[src/verilog/cocr_pkg.sv]
// Purpose: shared constants for the display-path overlay and cursor register bank
// Assumes: 32-bit AXI4-Lite, one register per aligned word, byte address = 4 x index
// Notes:   register indices keep the printed offsets; see cocr_byte_addr
package cocr_pkg;

    localparam int unsigned AXI_ADDR_W = 12;

    // register indices (printed offsets)
    localparam logic [7:0] IDX_MODE   = 8'h80;
    localparam logic [7:0] IDX_START  = 8'h81;
    localparam logic [7:0] IDX_XL     = 8'h82;
    localparam logic [7:0] IDX_XH     = 8'h83;
    localparam logic [7:0] IDX_YL     = 8'h84;
    localparam logic [7:0] IDX_YH     = 8'h85;
    localparam logic [7:0] IDX_STATUS = 8'h8F;

    // writable bits; all others read as zero
    localparam logic [7:0] MASK_MODE  = 8'h03;
    localparam logic [7:0] MASK_HIGH  = 8'h83;

    localparam int unsigned SIGN_BIT  = 7;
    localparam int unsigned COORD_W   = 10;

    // overlay mode field encoding
    localparam logic [1:0] MODE_OFF    = 2'h0;
    localparam logic [1:0] MODE_CURSOR = 2'h1;
    localparam logic [1:0] MODE_INK    = 2'h2;
    localparam logic [1:0] MODE_RSVD   = 2'h3;

    // start code translation: code 0 and step per nonzero code, in bytes
    localparam logic [31:0] START_ZERO_BYTES = 32'h0000_0400;
    localparam logic [31:0] START_STEP_BYTES = 32'h0000_2000;

    localparam logic [1:0] RESP_OKAY   = 2'h0;
    localparam logic [1:0] RESP_SLVERR = 2'h2;

    // status register bit positions
    localparam int unsigned ST_MODE_LSB = 0;
    localparam int unsigned ST_BAD      = 2;
    localparam int unsigned ST_ARMED    = 3;

    function automatic logic [AXI_ADDR_W-1:0] cocr_byte_addr(input logic [7:0] idx);
        cocr_byte_addr = AXI_ADDR_W'({idx, 2'b00});
    endfunction

endpackage

[src/verilog/cocr_coord.sv]
// Purpose: turns a sign flag plus 10-bit magnitude into a registered signed coordinate
// Assumes: low byte holds bits 7..0, high byte bits 1..0 hold bits 9..8, bit 7 the sign
// Notes:   output forced to zero when the cursor is not the selected overlay
`timescale 1ns/1ns
module cocr_coord
    import cocr_pkg::*;
(
    input  wire logic                clk_sys, // system clock
    input  wire logic                rstn,    // async reset, active low
    input  wire logic                en,      // cursor mode active
    input  wire logic [7:0]          low,     // active low position byte
    input  wire logic [7:0]          high,    // active high position byte with sign
    output logic signed [COORD_W:0]  coord    // two's complement coordinate
);

    logic [COORD_W-1:0] mag;

    assign mag = {high[1:0], low};

    always_ff @(posedge clk_sys or negedge rstn) begin
        if (!rstn) begin
            coord <= '0;
        end else if (!en) begin
            coord <= '0;
        end else if (high[SIGN_BIT]) begin
            coord <= (COORD_W+1)'(-$signed({1'b0, mag}));
        end else begin
            coord <= $signed({1'b0, mag});
        end
    end

endmodule

[src/verilog/cocr_regs.sv]
// Purpose: overlay mode, start address and cursor position registers for one display path
// Assumes: vnd is a level, high during the vertical non-display period, synchronous to clk_sys
// Notes:   shadow copies are written by software; active copies change only at vnd rise
// How it works
// - mode field: 00 off, 01 hardware cursor, 10 ink layer, 11 reserved.
// - start code 0 gives memory minus 1024; n up to 128 gives memory minus n*8192, higher n gives zero.
// - a new start code takes effect at the next vertical non-display period.
// - position bytes apply only after the upper vertical byte is written.
// - the upper vertical byte applies at the next vertical non-display period.
// - each coordinate is 10 bits: low byte plus bits 1..0 of high.
// - bit 7 of each high position byte marks the coordinate negative.
// - position registers matter only while hardware cursor mode is selected.
`timescale 1ns/1ns
module cocr_regs
    import cocr_pkg::*;
#(
    parameter int unsigned     ADDR_W    = 21,          // display memory address width
    parameter logic [ADDR_W-1:0] MEM_BYTES = 21'h10_0000 // display memory size in bytes
)(
    input  wire logic                  clk_sys,       // system clock
    input  wire logic                  rstn,          // async reset, active low
    input  wire logic                  vnd,           // vertical non-display level
    input  wire logic [AXI_ADDR_W-1:0] s_axi_awaddr,  // write address
    input  wire logic                  s_axi_awvalid, // write address valid
    output logic                       s_axi_awready, // write address ready
    input  wire logic [31:0]           s_axi_wdata,   // write data
    input  wire logic [3:0]            s_axi_wstrb,   // write strobes
    input  wire logic                  s_axi_wvalid,  // write data valid
    output logic                       s_axi_wready,  // write data ready
    output logic [1:0]                 s_axi_bresp,   // write response
    output logic                       s_axi_bvalid,  // write response valid
    input  wire logic                  s_axi_bready,  // write response ready
    input  wire logic [AXI_ADDR_W-1:0] s_axi_araddr,  // read address
    input  wire logic                  s_axi_arvalid, // read address valid
    output logic                       s_axi_arready, // read address ready
    output logic [31:0]                s_axi_rdata,   // read data
    output logic [1:0]                 s_axi_rresp,   // read response
    output logic                       s_axi_rvalid,  // read data valid
    input  wire logic                  s_axi_rready,  // read data ready
    output logic [1:0]                 ovl_mode,      // active overlay mode
    output logic                       ovl_cursor_en, // hardware cursor selected
    output logic                       ovl_ink_en,    // ink layer selected
    output logic [ADDR_W-1:0]          ovl_start,     // overlay start byte address
    output logic                       ovl_start_bad, // active start code out of range
    output logic signed [COORD_W:0]    cursor_x,      // active horizontal position
    output logic signed [COORD_W:0]    cursor_y       // active vertical position
);

    localparam logic [ADDR_W-1:0] ZERO_BYTES = ADDR_W'(START_ZERO_BYTES);
    localparam logic [ADDR_W-1:0] STEP_BYTES = ADDR_W'(START_STEP_BYTES);
    localparam logic [ADDR_W-1:0] MAX_CODE   = ADDR_W'(MEM_BYTES / STEP_BYTES);

    // shadow (software) copies
    logic [7:0] sh_mode;
    logic [7:0] sh_code;
    logic [7:0] sh_xl;
    logic [7:0] sh_xh;
    logic [7:0] sh_yl;
    logic [7:0] sh_yh;
    // active position copies
    logic [7:0] act_xl;
    logic [7:0] act_xh;
    logic [7:0] act_yl;
    logic [7:0] act_yh;
    logic       pos_arm;
    logic       vnd_d;
    logic       vstart;

    // bus holding registers
    logic [AXI_ADDR_W-1:0] aw_addr;
    logic [7:0]            w_byte;
    logic                  w_lane0;
    logic                  wr_do;
    logic                  wr_hit;
    logic                  wr_en;
    logic [7:0]            next_rdata;
    logic                  rd_hit;

    function automatic logic addr_is(input logic [AXI_ADDR_W-1:0] a, input logic [7:0] idx);
        addr_is = ({a[AXI_ADDR_W-1:2], 2'b00} == cocr_byte_addr(idx));
    endfunction

    // vertical non-display period begins
    always_ff @(posedge clk_sys or negedge rstn) begin
        if (!rstn) begin
            vnd_d <= 1'b0;
        end else begin
            vnd_d <= vnd;
        end
    end

    assign vstart = vnd && !vnd_d;

    // ---------------- AXI4-Lite write channel ----------------
    // address and data are taken in either order; the write commits once both are held
    assign wr_do  = !s_axi_awready && !s_axi_wready && !s_axi_bvalid;
    assign wr_hit = addr_is(aw_addr, IDX_MODE) || addr_is(aw_addr, IDX_START) ||
                    addr_is(aw_addr, IDX_XL)   || addr_is(aw_addr, IDX_XH)    ||
                    addr_is(aw_addr, IDX_YL)   || addr_is(aw_addr, IDX_YH)    ||
                    addr_is(aw_addr, IDX_STATUS);
    // only byte lane 0 carries register bits; other lanes are ignored
    assign wr_en  = wr_do && w_lane0;

    always_ff @(posedge clk_sys or negedge rstn) begin
        if (!rstn) begin
            s_axi_awready <= 1'b1;
            aw_addr       <= '0;
        end else if (s_axi_awvalid && s_axi_awready) begin
            s_axi_awready <= 1'b0;
            aw_addr       <= s_axi_awaddr;
        end else if (s_axi_bvalid && s_axi_bready) begin
            s_axi_awready <= 1'b1;
        end
    end

    always_ff @(posedge clk_sys or negedge rstn) begin
        if (!rstn) begin
            s_axi_wready <= 1'b1;
            w_byte       <= '0;
            w_lane0      <= 1'b0;
        end else if (s_axi_wvalid && s_axi_wready) begin
            s_axi_wready <= 1'b0;
            w_byte       <= s_axi_wdata[7:0];
            w_lane0      <= s_axi_wstrb[0];
        end else if (s_axi_bvalid && s_axi_bready) begin
            s_axi_wready <= 1'b1;
        end
    end

    always_ff @(posedge clk_sys or negedge rstn) begin
        if (!rstn) begin
            s_axi_bvalid <= 1'b0;
            s_axi_bresp  <= RESP_OKAY;
        end else if (wr_do) begin
            s_axi_bvalid <= 1'b1;
            s_axi_bresp  <= wr_hit ? RESP_OKAY : RESP_SLVERR;
        end else if (s_axi_bready) begin
            s_axi_bvalid <= 1'b0;
        end
    end

    // shadow registers; reserved bits are dropped on write so they read as zero
    always_ff @(posedge clk_sys or negedge rstn) begin
        if (!rstn) begin
            sh_mode <= '0;
            sh_code <= '0;
            sh_xl   <= '0;
            sh_xh   <= '0;
            sh_yl   <= '0;
            sh_yh   <= '0;
        end else if (wr_en) begin
            if (addr_is(aw_addr, IDX_MODE)) begin
                sh_mode <= w_byte & MASK_MODE;
            end
            if (addr_is(aw_addr, IDX_START)) begin
                sh_code <= w_byte;
            end
            if (addr_is(aw_addr, IDX_XL)) begin
                sh_xl <= w_byte;
            end
            if (addr_is(aw_addr, IDX_XH)) begin
                sh_xh <= w_byte & MASK_HIGH;
            end
            if (addr_is(aw_addr, IDX_YL)) begin
                sh_yl <= w_byte;
            end
            if (addr_is(aw_addr, IDX_YH)) begin
                sh_yh <= w_byte & MASK_HIGH;
            end
        end
    end

    // ---------------- AXI4-Lite read channel ----------------
    always_comb begin
        rd_hit     = 1'b1;
        next_rdata = '0;
        if (addr_is(s_axi_araddr, IDX_MODE)) begin
            next_rdata = sh_mode;
        end else if (addr_is(s_axi_araddr, IDX_START)) begin
            next_rdata = sh_code;
        end else if (addr_is(s_axi_araddr, IDX_XL)) begin
            next_rdata = sh_xl;
        end else if (addr_is(s_axi_araddr, IDX_XH)) begin
            next_rdata = sh_xh;
        end else if (addr_is(s_axi_araddr, IDX_YL)) begin
            next_rdata = sh_yl;
        end else if (addr_is(s_axi_araddr, IDX_YH)) begin
            next_rdata = sh_yh;
        end else if (addr_is(s_axi_araddr, IDX_STATUS)) begin
            next_rdata[ST_MODE_LSB +: 2] = ovl_mode;
            next_rdata[ST_BAD]           = ovl_start_bad;
            next_rdata[ST_ARMED]         = pos_arm;
        end else begin
            rd_hit = 1'b0;
        end
    end

    always_ff @(posedge clk_sys or negedge rstn) begin
        if (!rstn) begin
            s_axi_arready <= 1'b1;
            s_axi_rvalid  <= 1'b0;
            s_axi_rdata   <= '0;
            s_axi_rresp   <= RESP_OKAY;
        end else if (s_axi_arvalid && s_axi_arready) begin
            s_axi_arready <= 1'b0;
            s_axi_rvalid  <= 1'b1;
            s_axi_rdata   <= {24'h00_0000, next_rdata};
            s_axi_rresp   <= rd_hit ? RESP_OKAY : RESP_SLVERR;
        end else if (s_axi_rvalid && s_axi_rready) begin
            s_axi_arready <= 1'b1;
            s_axi_rvalid  <= 1'b0;
        end
    end

    // ---------------- frame-boundary updates ----------------
    // mode and start code are reloaded every period; unchanged shadows reload unchanged
    always_ff @(posedge clk_sys or negedge rstn) begin
        if (!rstn) begin
            ovl_mode      <= MODE_OFF;
            ovl_cursor_en <= 1'b0;
            ovl_ink_en    <= 1'b0;
        end else if (vstart) begin
            ovl_mode      <= sh_mode[1:0];
            ovl_cursor_en <= (sh_mode[1:0] == MODE_CURSOR);
            ovl_ink_en    <= (sh_mode[1:0] == MODE_INK);
        end
    end

    // an out-of-range code drives address zero and raises the bad flag
    always_ff @(posedge clk_sys or negedge rstn) begin
        if (!rstn) begin
            ovl_start     <= '0;
            ovl_start_bad <= 1'b0;
        end else if (vstart) begin
            if (sh_code == 8'h00) begin
                ovl_start     <= MEM_BYTES - ZERO_BYTES;
                ovl_start_bad <= 1'b0;
            end else if (ADDR_W'(sh_code) > MAX_CODE) begin
                ovl_start     <= '0;
                ovl_start_bad <= 1'b1;
            end else begin
                ovl_start     <= ADDR_W'(MEM_BYTES - ADDR_W'(sh_code) * STEP_BYTES);
                ovl_start_bad <= 1'b0;
            end
        end
    end

    // upper vertical write arms the position set; a new arm wins over the clear
    always_ff @(posedge clk_sys or negedge rstn) begin
        if (!rstn) begin
            pos_arm <= 1'b0;
        end else if (wr_en && addr_is(aw_addr, IDX_YH)) begin
            pos_arm <= 1'b1;
        end else if (vstart) begin
            pos_arm <= 1'b0;
        end
    end

    // all four bytes move together so a frame never sees half a position
    always_ff @(posedge clk_sys or negedge rstn) begin
        if (!rstn) begin
            act_xl <= '0;
            act_xh <= '0;
            act_yl <= '0;
            act_yh <= '0;
        end else if (vstart && pos_arm) begin
            act_xl <= sh_xl;
            act_xh <= sh_xh;
            act_yl <= sh_yl;
            act_yh <= sh_yh;
        end
    end

    cocr_coord u_coord_x (
        .clk_sys (clk_sys),
        .rstn    (rstn),
        .en      (ovl_cursor_en),
        .low     (act_xl),
        .high    (act_xh),
        .coord   (cursor_x)
    );

    cocr_coord u_coord_y (
        .clk_sys (clk_sys),
        .rstn    (rstn),
        .en      (ovl_cursor_en),
        .low     (act_yl),
        .high    (act_yh),
        .coord   (cursor_y)
    );
endmodule

[config.mk]
export PLATFORM = sky130hd
export DESIGN_NAME = cocr_regs
export DESIGN_NICKNAME = d
export VERILOG_FILES = /design/src/verilog/cocr_pkg.sv /design/src/verilog/cocr_coord.sv /design/src/verilog/cocr_regs.sv
export SDC_FILE = /design/constraint.sdc
export NUM_CORES = 1
export LEC_CHECK = 0
export BUFFER_PORTS_ARGS = -buffer_cell sky130_fd_sc_hd__buf_2
export CAP_MARGIN = 20
export CORE_ASPECT_RATIO = 0.8
export CORE_MARGIN = 2
export CORE_UTILIZATION = 46
export DETAILED_ROUTE_END_ITERATION = 6
export HOLD_SLACK_MARGIN = 0.1
export PLACE_DENSITY = 0.69
export SLEW_MARGIN = 25
export SYNTH_ARGS = -nofsm -noshare
export SYNTH_HDL_FRONTEND = slang
export SYNTH_SLANG_ARGS = --single-unit
[constraint.sdc]
create_clock -name clk_sys -period 2.48 [get_ports clk_sys]
set_input_delay 0.248 -clock clk_sys [delete_from_list [all_inputs] [get_ports clk_sys]]
set_output_delay 0.248 -clock clk_sys [all_outputs]
set_load 0.01 [all_outputs]
## Word-level counts from Yosys, hierarchy flattened

Index checks and enable logic that the tools add are counted.

| storage, ports and cells | value |
|---|---|
| register bits | 142 |
| bits of input ports | 68 |
| output and inout bits | 89 |
| logic and storage cells | 119 |

| cells by class | value |
|---|---|
| $add $sub $neg | 3 |
| magnitude comparators | 1 |
| equality and inequality tests | 16 |
| multiplexer cells | 36 |
| reductions and logical operators | 33 |

Operators with widths:

| cell | count |
|---|---|
| == test 10 x 8 -> 1 bit (second input constant) | 14 |
| 2-to-1 mux 11 bit | 4 |
| 2-to-1 mux 21 bit | 2 |
| 2-to-1 mux 8 bit | 5 |
| negator 10 -> 11 bit | 2 |
| subtractor 21 bit (first input constant) | 1 |
| 2-to-1 mux 1 bit | 20 |
| 2-to-1 mux 4 bit | 3 |
| AND reduction 2 bit | 6 |
| logical AND 1 bit | 11 |
| nonzero test 2 bit | 5 |
| greater-than comparator 8 bit (second input constant) | 1 |
| zero test 8 bit | 1 |
| logical OR 1 bit | 6 |
| zero test 1 bit | 4 |
| 2-to-1 mux 2 bit | 2 |
| == test 2 x 1 -> 1 bit (second input constant) | 1 |
| == test 2 bit (second input constant) | 1 |

## Depth between registers and ports, before layout

Gate-level depths: netlist of run 1.

| logic depth | value |
|---|---|
| depth in word-level cells | 9 |
| depth in mapped cells | 6 |
| gate-level depth less buffers | 6 |

## Cells and area by module

From an unflattened synthesis of run 1, not the netlist that was laid out.

| second synthesis, totals | value |
|---|---|
| cells, all modules | 529 |
| area total of the unflattened synthesis | 6,060.8 um^2 |

Modules (own cells, without submodules):

| module | instances | cells each | area an instance (um^2) | sequential area each (um^2) |
|---|---|---|---|---|
| cocr_regs | 1 | 407 | 4,867.2 | 2,606.2 |
| cocr_coord | 2 | 61 | 596.8 | 275.3 |

## Worst setup path before layout of run 1

No wires, ideal clock.

| timing path | value |
|---|---|
| kind | register -> register |
| start | register aw_addr[8] |
| end | register sh_xl[1] |
| library setup time | 125 ps |
| data arrival time | 2,052 ps |
| data required time | 2,355 ps |
| slack | 303 ps |
| stages on the path, launching flop included | 5 |
| buffers on the path | 0 |
| period minus slack after synthesis | 2,177 ps |
| cells stage by stage | dfrtp_1 or4b_4 or3_4 nor4_4 mux2_2 |

| on the way | value |
|---|---|
| word-level cells in the longest chain between the ends | 2 |

Ends and longest elaborated chain:

| what | line | RTL |
|---|---|---|
| from (decl) | cocr_regs.sv:70 | `logic [AXI_ADDR_W-1:0] aw_addr;` |
| from (signal assigned) | cocr_regs.sv:110 | `aw_addr <= s_axi_awaddr;` |
| == test 10 x 8 -> 1 bit | cocr_regs.sv:80 | `addr_is = ({a[AXI_ADDR_W-1:2], 2'b00} == cocr_byte_addr(idx));` |
| AND reduction 2 bit (no source line) | -- |  |
| to (signal assigned) | cocr_regs.sv:159 | `sh_xl <= w_byte;` |
| to (decl) | cocr_regs.sv:56 | `logic [7:0] sh_xl;` |

No other way between the ends.
A chain may end at the register's enable or synchronous reset.

## Worst setup path after layout of run 1

| timing path | value |
|---|---|
| start | register aw_addr[8] |
| end | register sh_xh[1] |

| on the way | value |
|---|---|
| word-level cells in the longest chain between the ends | 2 |

Ends and longest elaborated chain:

| what | line | RTL |
|---|---|---|
| == test 10 x 8 -> 1 bit | cocr_regs.sv:80 |  |
| AND reduction 2 bit (no source line) | -- |  |
| to (signal assigned) | cocr_regs.sv:162 | `sh_xh <= w_byte & MASK_HIGH;` |
| to (decl) | cocr_regs.sv:57 | `logic [7:0] sh_xh;` |

No other way between the ends.

==> results of run 1 <==
[report_power, final]
part	leakage, nW	internal, mW	switching [mW]
Clock	0.280	1.60	0.922
Combinational	1.75	0.497	0.451
Sequential	1.66	2.38	0.387
[final timing paths]
path | startpoint | end | depth (start not counted)
min in group asynchronous | rstn | u_coord_y.coord[3]$_DFF_PN0_ | 2
max in group asynchronous | rstn | u_coord_x.coord[6]$_DFF_PN0_ | 3
min reg2reg | ovl_start[13]$_DFFE_PN0P_ | ovl_start[13]$_DFFE_PN0P_ | 2
min | s_axi_bready | s_axi_bvalid$_DFFE_PN0P_ | 3
max | aw_addr[8]$_DFFE_PN0P_ | sh_xh[1]$_DFFE_PN0P_ | 4
max reg2reg | aw_addr[8]$_DFFE_PN0P_ | sh_xh[1]$_DFFE_PN0P_ | 4
[final cells by class]
| cell class | count | share of cell area, % |
|---|---|---|
| Sequential cell | 126 | 42.40 |
| Clock inverter | 14 | 2.252 |
| Multi-Input combinational cell | 366 | 35.19 |
| Clock buffer | 18 | 5.899 |
| Timing Repair Buffer | 125 | 10.76 |
| Inverter | 11 | 0.5546 |
| Tap cell | 175 | 2.941 |
[cells by family after synthesis]
family	after synthesis
AO/OA/AOI/OAI	81
XOR/XNOR	16
adder cells (fa/ha/maj)	5
buffers and inverters	71
flip-flops	126
multiplexers	80
other	1
AND/OR/NAND/NOR	148
[registers in the layout, indices dropped and copies added, names as in the netlist, 2 cells and up]
signal and count:
sh_xl 8, sh_xh 3, aw_addr 10, s_axi_rdata 8
u_coord_y.coord 11, sh_yl 8, act_xl 8, act_xh 3
act_yl 8, w_byte 8, sh_code 8, u_coord_x.coord 11
sh_mode 2, ovl_mode 2, act_yh 3, sh_yh 3
ovl_start 9
[metrics by stage]
step	worst slack (ns)	util [%]	std cells	cell area, µm²	hold slack, ns
after global routing	0.07838	57.85	835	7445	0.1117
after CTS	0.2281	57.85	835	7445	0.1001
after floorplan	0.3034	-	563	6186	-0.04759
after global placement	0.3000	50.95	775	6558	0.3059
final	0.2153	57.85	835	7445	0.1035
after detailed placement	0.2530	50.95	775	6558	0.3197
[metal layers]
| metal | vias to the layer above | wire (µm) | part of all wire (%) | GRT usage, % |
|---|---|---|---|---|
| met4 | 0 | 244 | 1.8 | 7.834 |
| met2 | 126 | 6388 | 48 | 32.25 |
| met1 | 2144 | 6137 | 46 | 26.81 |
| li1 | 2052 | - | - | - |
| met5 | - | 0 | 0 | 0 |
| met3 | 25 | 674 | 5.0 | 4.634 |
[cell usage after synthesis, types with 4 or more instances]
cell type  count  area (µm²)
nor4_1         5       31.28
a21o_1        10       75.07
o41ai_1        5       43.79
o31ai_1        4       30.03
mux2i_1        6       60.06
a22o_1         6       52.55
nor4b_1        4       35.03
nor2_1        20       75.07
a31oi_1        6       37.54
inv_1         11       41.29
a21oi_1       14       70.07
buf_4         38       285.3
nand2_1       42       157.7
or4b_2         4       40.04
nor3_1         4       20.02
xnor2_1       12       105.1
nand3b_1       4       30.03
or4_1          5       37.54
a21boi_0       4       30.03
and2_1        16       100.1
mux2_2        73       822.0
dfrtp_1      123        3078
or3_1          5       31.28
o21ai_0       17       85.08
xor2_1         4       35.03
o22ai_1        6       37.54
nand2b_1      10       62.56
nor2b_1        8       50.05
clkbuf_1      20       75.07
[placed cells by master, fill, tap and decap left out, types with 4 or more instances in the layout]
master	netlist	final
o21ai_0	17	17
nand3b_1	4	4
clkinvlp_4	0	6
nand2b_1	10	10
xor2_1	4	4
mux2i_1	6	6
or4_1	5	5
nor2_1	20	20
o22ai_1	6	6
or4b_2	4	4
clkbuf_16	0	17
mux2_2	73	73
inv_1	11	11
nor4b_1	4	4
conb_1	1	36
a21o_1	10	10
buf_2	0	88
and2_1	16	16
dfrtp_1	123	123
nor2b_1	8	8
xnor2_1	12	12
nand2_1	42	42
buf_4	38	8
nor3_1	4	4
or3_1	5	5
o31ai_1	4	4
a21oi_1	14	14
dlygate4sd3_1	0	28
nor4_1	5	5
a21boi_0	4	4
a22o_1	6	6
o41ai_1	5	5
a31oi_1	6	6
[tightest hold or removal path, delay by kind of cell]
| kind | cells | cell delay (ns) |
|---|---|---|
| buffers and inverters | 2 | 0.14 |
| AOI/OAI and AO/OA | 1 | 0.10 |
[timing repair]
action / 4_1_cts / 5_1_grt
hold buffers: 28 / 0
setup buffers: 0 / 0
endpoints found under the setup margin: 0 / 0
hold endpoints to repair: 72 / 0
==> metrics.md, run 1 <==
| Metric | Value |
|---|---|
| Outcome | `finished, final reports clean` |
| Number of synthesized register bits | `roughly 130` |
| Cell row count | `37` |
| CTS clk-pin slew, worst paths | `~0.06 ns` |
| Fmax | `441.6 MHz` |
| Total track usage | `20.12%` |
| Reg2reg setup slack | `0.22 ns` |
| Crit-path cells | `or4b_4, or4_1, nor2_1, mux2_2` |
| Die Y | `106.6 µm` |
| Slew Viols, Final | `0` |
| Initial antenna violation count | `0` |
| PostCTS Resize Cnt | `0` |
| CTS HTree Levels | `4` |
| P&R area growth vs syn | `22.96%` |
| IO buf count | `89` |
| Number of global-route vias before repair | `about 4200` |
| Post-synth EDFFs | `0` |
| Routability cong. | `0.8935` |
| Finish-stage setup viols | `0` |
| Worst-Margin Slew | `~0.76 ns` |
| CP Buf/Inv Count | `0` |
| # diodes | `0` |
| Post-Syn Area | `6055 µm²` |
| Synth Area in Compound Gates | `between 8 and 9%` |
| CP arrival | `2.57 ns` |
| Top-Level Pins | `157` |
| First-pass GRT wire length | `21740 µm` |
| Cells after Synth | `528` |
| DIE AREA | `14100 µm²` |
| Root Buffer | `clkbuf_16` |
| Period utilization | `91.32%` |
| Seq/Total Area, Yosys | `52.14%` |
| Crit-path slowest cell | `or4b_4` |
| Number of vias per cell | `5.206` |
| Critical path class | `flip-flop to flip-flop` |
| Share of layout cells above drive strength 1 | `32.58%` |
| Maximum fanout along the worst path | `3` |
| Worst IR drop on VDD | `0.5680 mV` |
| Top_reg_cell synth | `dfrtp_1` |
| CTS buffer count | `17` |
| LEAKAGE | `between 3 and 4 nW` |
| Worst Setup End Kind | `flip-flop` |
| Mean Syn Cell Area | `11.47 µm²` |
| HP Class | `input port to flip-flop` |
| DRC viols | `0` |
| Netlist cell types | `51` |
| Final hold viol count | `0` |
| Aggregate global routing overflow | `0` |
| Initial Util | `between 40% and 50%` |
| Clock tree buffer depth | `2` |
| CTS tree | `yes` |
| RSZ-0062 raised after global routing | `false` |
| Final HPWL DP | `9363 µm` |
| Post-Synth XOR/XNOR Area | `2.315%` |
| Family with the most delay on the worst path | `simple AND/OR/NAND/NOR gates` |
| Pwr dens | `837.3 nW/µm²` |
| Sink Count | `about 130` |
| Core ar. | `12870 µm²` |
| Fin crit period | `2.265 ns` |
| Synth Area in Simple Gates | `14.09%` |
| Async set-reset flop share out of synthesis | `100.0%` |
| Main combinational cell family by area after synthesis | `multiplexers` |
| Mux cell area share after synthesis | `~15%` |
| Fillers | `1102` |
| Crit path required time | `2.78 ns` |
| Worst skew pair latency | `approximately 0.43 ns` |
| 1st-pass router iterations | `4` |
| Largest stage delay, worst path | `0.55 ns` |
| Tot Pwr | `6.233 mW` |
| Max cap viols | `0` |
| DRT Wirelength | `13440 µm` |
| Setup TNS | `0 ns` |
| Die W | `132.3 µm` |
| Clock skew | `0.009857 ns` |
| Slew margin rel. | `49.61%` |
| Number of synthesis warnings | `0` |
| Adder-cell share of the synthesized area | `less than 1%` |
| Vias | `~4300` |
| Largest net degree at the start of global routing | `52` |
| Storage cell area | `about 3200 µm²` |
| Wirelength per Cell | `around 16 µm` |
| Startpoint Class | `flip-flop` |
| Area of the multi-input gates | `2620 µm²` |
| Post-route ant nets | `0` |
| Final nets | `718` |
| DRT iter0 DRCs | `165` |
Note: power is estimated with default switching activity, not from simulation.
==> run 2, diff against run 1 <==
- CORE_MARGIN: 2 -> default
==> metrics.md, run 2 (synthesis results as in run 1) <==
| Metric | Value |
|---|---|
| NetSw | `1.766 mW (+0.36%)` |
| First-pass GRT wire length | `21990 µm (+1.1%)` |
| Largest net degree at the start of global routing | `61 (+17%)` |
| Clock skew | `0.007292 ns (-0.002565 ns)` |
| Slew margin rel. | `47.94% (-1.7 points)` |
| CTS buffer count | `17 (unchanged)` |
| 1st-pass router iterations | `4 (unchanged)` |
| DRT Wirelength | `13360 µm (-0.60%)` |
| Crit-path slowest cell | `or4b_4` |
| DIE AREA | `13630 µm² (-3.4%)` |
| Final HPWL DP | `9244 µm (-1.3%)` |
| Number of vias per cell | `5.168 (-0.74%)` |
| Number of global-route vias before repair | `4246 (+2.0%)` |
| Crit-path cells | `or4b_4, or4_1, nor2_1, mux2_2` |
| CTS clk-pin slew, worst paths | `0.06 ns (about the same)` |
| RSZ-0062 raised after global routing | `false` |
| DRC viols | `0 (unchanged)` |
| Largest stage delay, worst path | `0.55 ns (about the same)` |
| Int Power | `4.306 mW (-3.7%)` |
| IO buf count | `89 (unchanged)` |
| Post-CTS setup buffers | `0 (unchanged)` |
| Finish-stage setup viols | `0 (unchanged)` |
| Core ar. | `12870 µm² (unchanged)` |
| HP Class | `input port to flip-flop` |
| Clk pwr share | `38.8% (-1.7 points)` |
| Slew Viols, Final | `0 (unchanged)` |
| P&R area growth vs syn | `22.36%` |
| Root Buffer | `clkbuf_16` |
| CP Buf/Inv Count | `0 (unchanged)` |
| CP arrival | `2.51 ns (-0.06 ns)` |
| Crit path required time | `2.77 ns (about the same)` |
| Max cap viols | `0 (unchanged)` |
| Startpoint Class | `flip-flop` |
| Setup TNS | `0 ns (unchanged)` |
| Critical path class | `flip-flop to flip-flop` |
| Worst skew pair latency | `0.41 ns (-0.02 ns)` |
| Wirelength per Cell | `16.00 µm (-0.60%)` |
| Outcome | `finished, final reports clean` |
| DP Worst Slack | `0.2745 ns (+0.02148 ns)` |
| Period utilization | `89.43% (-1.9 points)` |
| Final hold viol count | `0 (unchanged)` |
| Family with the most delay on the worst path | `simple AND/OR/NAND/NOR gates` |
| Sink Count | `126 (unchanged)` |
| Biggest regs | `u_coord_x.coord (11), u_coord_y.coord (11), aw_addr (10)` |
| Fin crit period | `2.218 ns (-0.04687 ns)` |
| Most frequent cells in the layout | `dfrtp_1, buf_2, mux2_2` |
| Vias | `4315 (-0.74%)` |
| Combinational power share | `15.7% (+0.5 points)` |
| Initial antenna violation count | `0 (unchanged)` |
| Sequential power share | `45.5% (+1.2 points)` |
| Fmax | `450.9 MHz (+2.1%)` |
| # diodes | `0 (unchanged)` |
| Die W | `130.3 µm (-1.5%)` |
| Top-Level Pins | `157 (unchanged)` |
| Share of layout cells above drive strength 1 | `32.42% (-0.15 points)` |
| Die Y | `104.6 µm (-1.9%)` |
| PostCTS Resize Cnt | `0 (unchanged)` |
| Worst Setup End Kind | `flip-flop` |
| Pwr dens | `819.6 nW/µm² (-2.1%)` |
| DRT iter0 DRCs | `223 (+35%)` |
| Cell row count | `37 (unchanged)` |
| CTS tree | `yes` |
| Post-route ant nets | `0 (unchanged)` |
| Maximum fanout along the worst path | `3 (unchanged)` |
| Worst IR drop on VDD | `0.6049 mV (+6.5%)` |
| CTS HTree Levels | `4 (unchanged)` |
| Total track usage | `21.17% (+1.1 points)` |
| Aggregate global routing overflow | `0 (unchanged)` |
| Commonest non-fill, non-tap cell in the layout | `dfrtp_1` |
| Final nets | `718 (unchanged)` |
| Worst-Margin Slew | `0.7810 ns (+0.02515 ns)` |
| Switching share of power | `29.09% (+0.85 points)` |
| Setup ws final | `0.2622 ns (+0.04687 ns)` |
| Clock tree buffer depth | `2 (unchanged)` |
| Routability cong. | `0.8830 (-1.2%)` |
| Initial Util | `47.04% (unchanged)` |
| LEAKAGE | `3.668 nW (-0.64%)` |
| # hold bufs at CTS | `28 (unchanged)` |
-- run 2: cell types whose count changed in the layout (fill, tap and decap cells not counted), sizes merged --
cell and delta:
clkbuf +2, clkinv -1, bufinv -2, clkinvlp +1
-- run 2: area by class of cell --
class	instances	area, µm²
timing repair buffer	125	800.8
fill	1121	5461
multi-input combinational	366	2620
inverter	11	41.29
tap	175	219.0
sequential	126	3157
clock inverter	12	113.9
clock buffer	20	456.7
-- run 2: worst min-delay path: stages --
cell and delay [ns]:
buf_2 0.10, inv_1 0.04, a21o_1 0.10
-- run 2: path summary, 6_finish.rpt --
path / end / cells after the start / from / slack (ns)
worst max-delay path: sh_xh[1]$_DFFE_PN0P_ / 4 / aw_addr[8]$_DFFE_PN0P_ / 0.26
worst min-delay path: s_axi_bvalid$_DFFE_PN0P_ / 3 / s_axi_bready / 0.12
max in group asynchronous: s_axi_wready$_DFFE_PN1P_ / 3 / rstn / 1.31
min in group asynchronous: u_coord_y.coord[0]$_DFF_PN0_ / 2 / rstn / 0.38
worst min register to register: ovl_start[13]$_DFFE_PN0P_ / 2 / ovl_start[13]$_DFFE_PN0P_ / 0.48
worst max register to register: sh_xh[1]$_DFFE_PN0P_ / 4 / aw_addr[8]$_DFFE_PN0P_ / 0.26
-- run 2: through the flow --
stage | cells | utilization (%) | cell area, µm² | hold WS (ns) | total power, mW
after global routing | 835 | 57.56 | 7408 | 0.1289 | 6.366
after floorplan | 563 | - | 6186 | -0.04759 | 3.309
after global placement | 775 | 50.95 | 6558 | 0.2745 | 3.633
after detailed placement | 775 | 50.95 | 6558 | 0.2821 | 3.682
final | 835 | 57.56 | 7408 | 0.1188 | 6.072
after CTS | 835 | 57.56 | 7408 | 0.1102 | 6.111
-- run 2: metal layers --
layer	GRT usage [%]	wire, µm	vias to the layer above
met2	32.26	6335	112
met3	5.018	526	11
li1	-	-	2049
met5	0	0	-
met4	5.482	112	0
met1	30.17	6388	2143
-- run 2: power groups by stage --
stage | combinational (mW) | sequential, mW | clock [mW]
floorplan | 0.649 | 2.66 | 0
global placement | 0.869 | 2.76 | 0
detailed placement | 0.896 | 2.79 | 0
CTS | 0.956 | 2.75 | 2.40
global route | 1.06 | 2.80 | 2.50
finish | 0.954 | 2.76 | 2.36
==> run 3, diff against run 2 <==
- CTS_BUF_LIST: default -> sky130_fd_sc_hd__clkbuf_16
==> metrics.md, run 3 (synthesis results as in run 1) <==
| Metric | Value |
|---|---|
| Outcome | `finished, final reports clean` |
| Crit path required time | `2.77 ns (about the same)` |
| Cell row count | `37 (unchanged)` |
| DRT iter0 DRCs | `188 (-16%)` |
| Startpoint Class | `flip-flop` |
| Largest net degree at the start of global routing | `61 (unchanged)` |
| Post-CTS setup buffers | `0 (unchanged)` |
| Worst IR drop on VDD | `0.6017 mV (-0.52%)` |
| Final nets | `718 (unchanged)` |
| Maximum fanout along the worst path | `3 (unchanged)` |
| WL met2 | `6278 µm (-0.90%)` |
| Clock tree buffer depth | `2 (unchanged)` |
| Worst Setup End Kind | `flip-flop` |
| Slew Viols, Final | `0 (unchanged)` |
| Final HPWL DP | `9244 µm (unchanged)` |
| Capturing point of the worst reg2reg path | `sh_xh[1]$_DFFE_PN0P_` |
| # hold bufs at CTS | `28 (unchanged)` |
| Die W | `130.3 µm (unchanged)` |
| Number of vias per cell | `5.138 (-0.58%)` |
| PostCTS Resize Cnt | `0 (unchanged)` |
| Aggregate global routing overflow | `0 (unchanged)` |
| # diodes | `0 (unchanged)` |
| IO buf count | `89 (unchanged)` |
| Root Buffer | `clkbuf_16` |
| HP Class | `input port to flip-flop` |
| Post-route ant nets | `0 (unchanged)` |
| CP endpoint | `sh_xh[1]$_DFFE_PN0P_` |
| P&R area growth vs syn | `22.03%` |
| Clock skew | `0.007862 ns (+0.0005696 ns)` |
| Critical path class | `flip-flop to flip-flop` |
| Core ar. | `12870 µm² (unchanged)` |
| Placed instance count | `775 (unchanged)` |
| Period utilization | `89.70% (+0.27 points)` |
| CTS buffer count | `17 (unchanged)` |
| Vias | `4290 (-0.58%)` |
| Setup TNS | `0 ns (unchanged)` |
| Reg2reg setup slack | `0.26 ns (about the same)` |
| Reg2reg path depth | `4 (unchanged)` |
| Share of layout cells above drive strength 1 | `32.12% (-0.30 points)` |
| Met3 WL | `639 µm (+21%)` |
| Worst skew pair latency | `0.41 ns (about the same)` |
| 1st-pass router iterations | `5 (+1)` |
| Max cap viols | `0 (unchanged)` |
| Final cell count without fillers | `835 (unchanged)` |
| Crit path from | `aw_addr[8]$_DFFE_PN0P_` |
| Worst-Margin Slew | `0.7727 ns (-0.008235 ns)` |
| Top-Level Pins | `157 (unchanged)` |
| Sink Count | `126 (unchanged)` |
| Post-route cell area | `7388 µm² (-0.27%)` |
| DRC viols | `0 (unchanged)` |
| First-pass GRT wire length | `22020 µm (+0.15%)` |
| M1 WL | `6294 µm (-1.5%)` |
| Wirelength per Cell | `15.97 µm (-0.21%)` |
| Routability cong. | `0.8830 (unchanged)` |
| Top sig layer | `met4` |
| RR Startpoint | `aw_addr[8]$_DFFE_PN0P_` |
| Pwr dens | `812.2 nW/µm² (-0.90%)` |
| Placed cell areas | `6558 µm² (unchanged)` |
| CTS clk-pin slew, worst paths | `0.06 ns (about the same)` |
| DIE AREA | `13630 µm² (unchanged)` |
| Final core occ | `57.41% (-0.16 points)` |
| CTS tree | `yes` |
| Biggest regs | `u_coord_x.coord (11), u_coord_y.coord (11), aw_addr (10)` |
| CTS HTree Levels | `4 (unchanged)` |
| CP arrival | `2.52 ns (about the same)` |
| Fin crit period | `2.225 ns (+0.006714 ns)` |
| Finish-stage setup viols | `0 (unchanged)` |
| DRT Wirelength | `13340 µm (-0.21%)` |
| Total track usage | `21.21% (+0.044 points)` |
| RSZ-0062 raised after global routing | `false` |
| Initial Util | `47.04% (unchanged)` |
| Die Y | `104.6 µm (unchanged)` |
| Most frequent cells in the layout | `dfrtp_1, buf_2, mux2_2` |
| Slew margin rel. | `48.48% (+0.55 points)` |
| Commonest non-fill, non-tap cell in the layout | `dfrtp_1` |
| Fmax | `449.5 MHz (-0.30%)` |
| LEAKAGE | `3.661 nW (-0.19%)` |
| Number of global-route vias before repair | `4253 (+0.16%)` |
| Hold_sp | `s_axi_bready` |
| Final hold viol count | `0 (unchanged)` |
| Initial antenna violation count | `0 (unchanged)` |
-- run 3: cell count changes in the layout (fill, tap and decap cells not counted), sizes merged --
cell,change
clkinv,+2
inv,+1
clkbuf,-3
-- run 3: worst min path at each step --
stage	to	depth (start not counted)
after global routing	s_axi_bvalid$_DFFE_PN0P_	3
after global placement	u_coord_y.coord[0]$_DFF_PN0_	1
final	s_axi_bvalid$_DFFE_PN0P_	3
after CTS	s_axi_bvalid$_DFFE_PN0P_	3
after detailed placement	u_coord_y.coord[0]$_DFF_PN0_	1
after floorplan	act_xh[0]$_DFFE_PN0P_	0
-- run 3: layout make-up --
| class | count | area [µm²] |
|---|---|---|
| clock buffer | 17 | 425.4 |
| clock inverter | 15 | 125.1 |
| fill | 1125 | 5482 |
| inverter | 11 | 41.29 |
| multi-input combinational | 366 | 2620 |
| sequential | 126 | 3157 |
| tap | 175 | 219.0 |
| timing repair buffer | 125 | 800.8 |
-- run 3: per-layer routing --
layer  up-vias  track usage (%)
met5         -                0
met2       112            32.29
met1      2109            30.27
met4         0            5.482
met3        15            5.018
li1       2054                -
-- run 3: power by group --
| group | total [mW] | switching, mW | internal (mW) |
|---|---|---|---|
| registers | 2.75 | 0.379 | 2.38 |
| logic | 0.953 | 0.455 | 0.497 |
| clock network | 2.29 | 0.927 | 1.37 |
| total | 6.00 | 1.76 | 4.24 |
-- run 3: critical path: stages (launching register included) --
cell and delay, ns:
dfrtp_1 0.37, or4b_4 0.55, or4_1 0.52, nor2_1 0.29, mux2_2 0.37
-- run 3: stage by stage --
step           total power, mW  hold WS, ns  setup WS, ns
3_5_place_dp             3.682       0.2821        0.2745
6_report                 6.001       0.1177        0.2554
4_1_cts                  6.043       0.1102        0.2594
2_1_floorplan            3.309     -0.04759        0.3034
3_3_place_gp             3.633       0.2745        0.2914
5_1_grt                  6.298       0.1289        0.1050
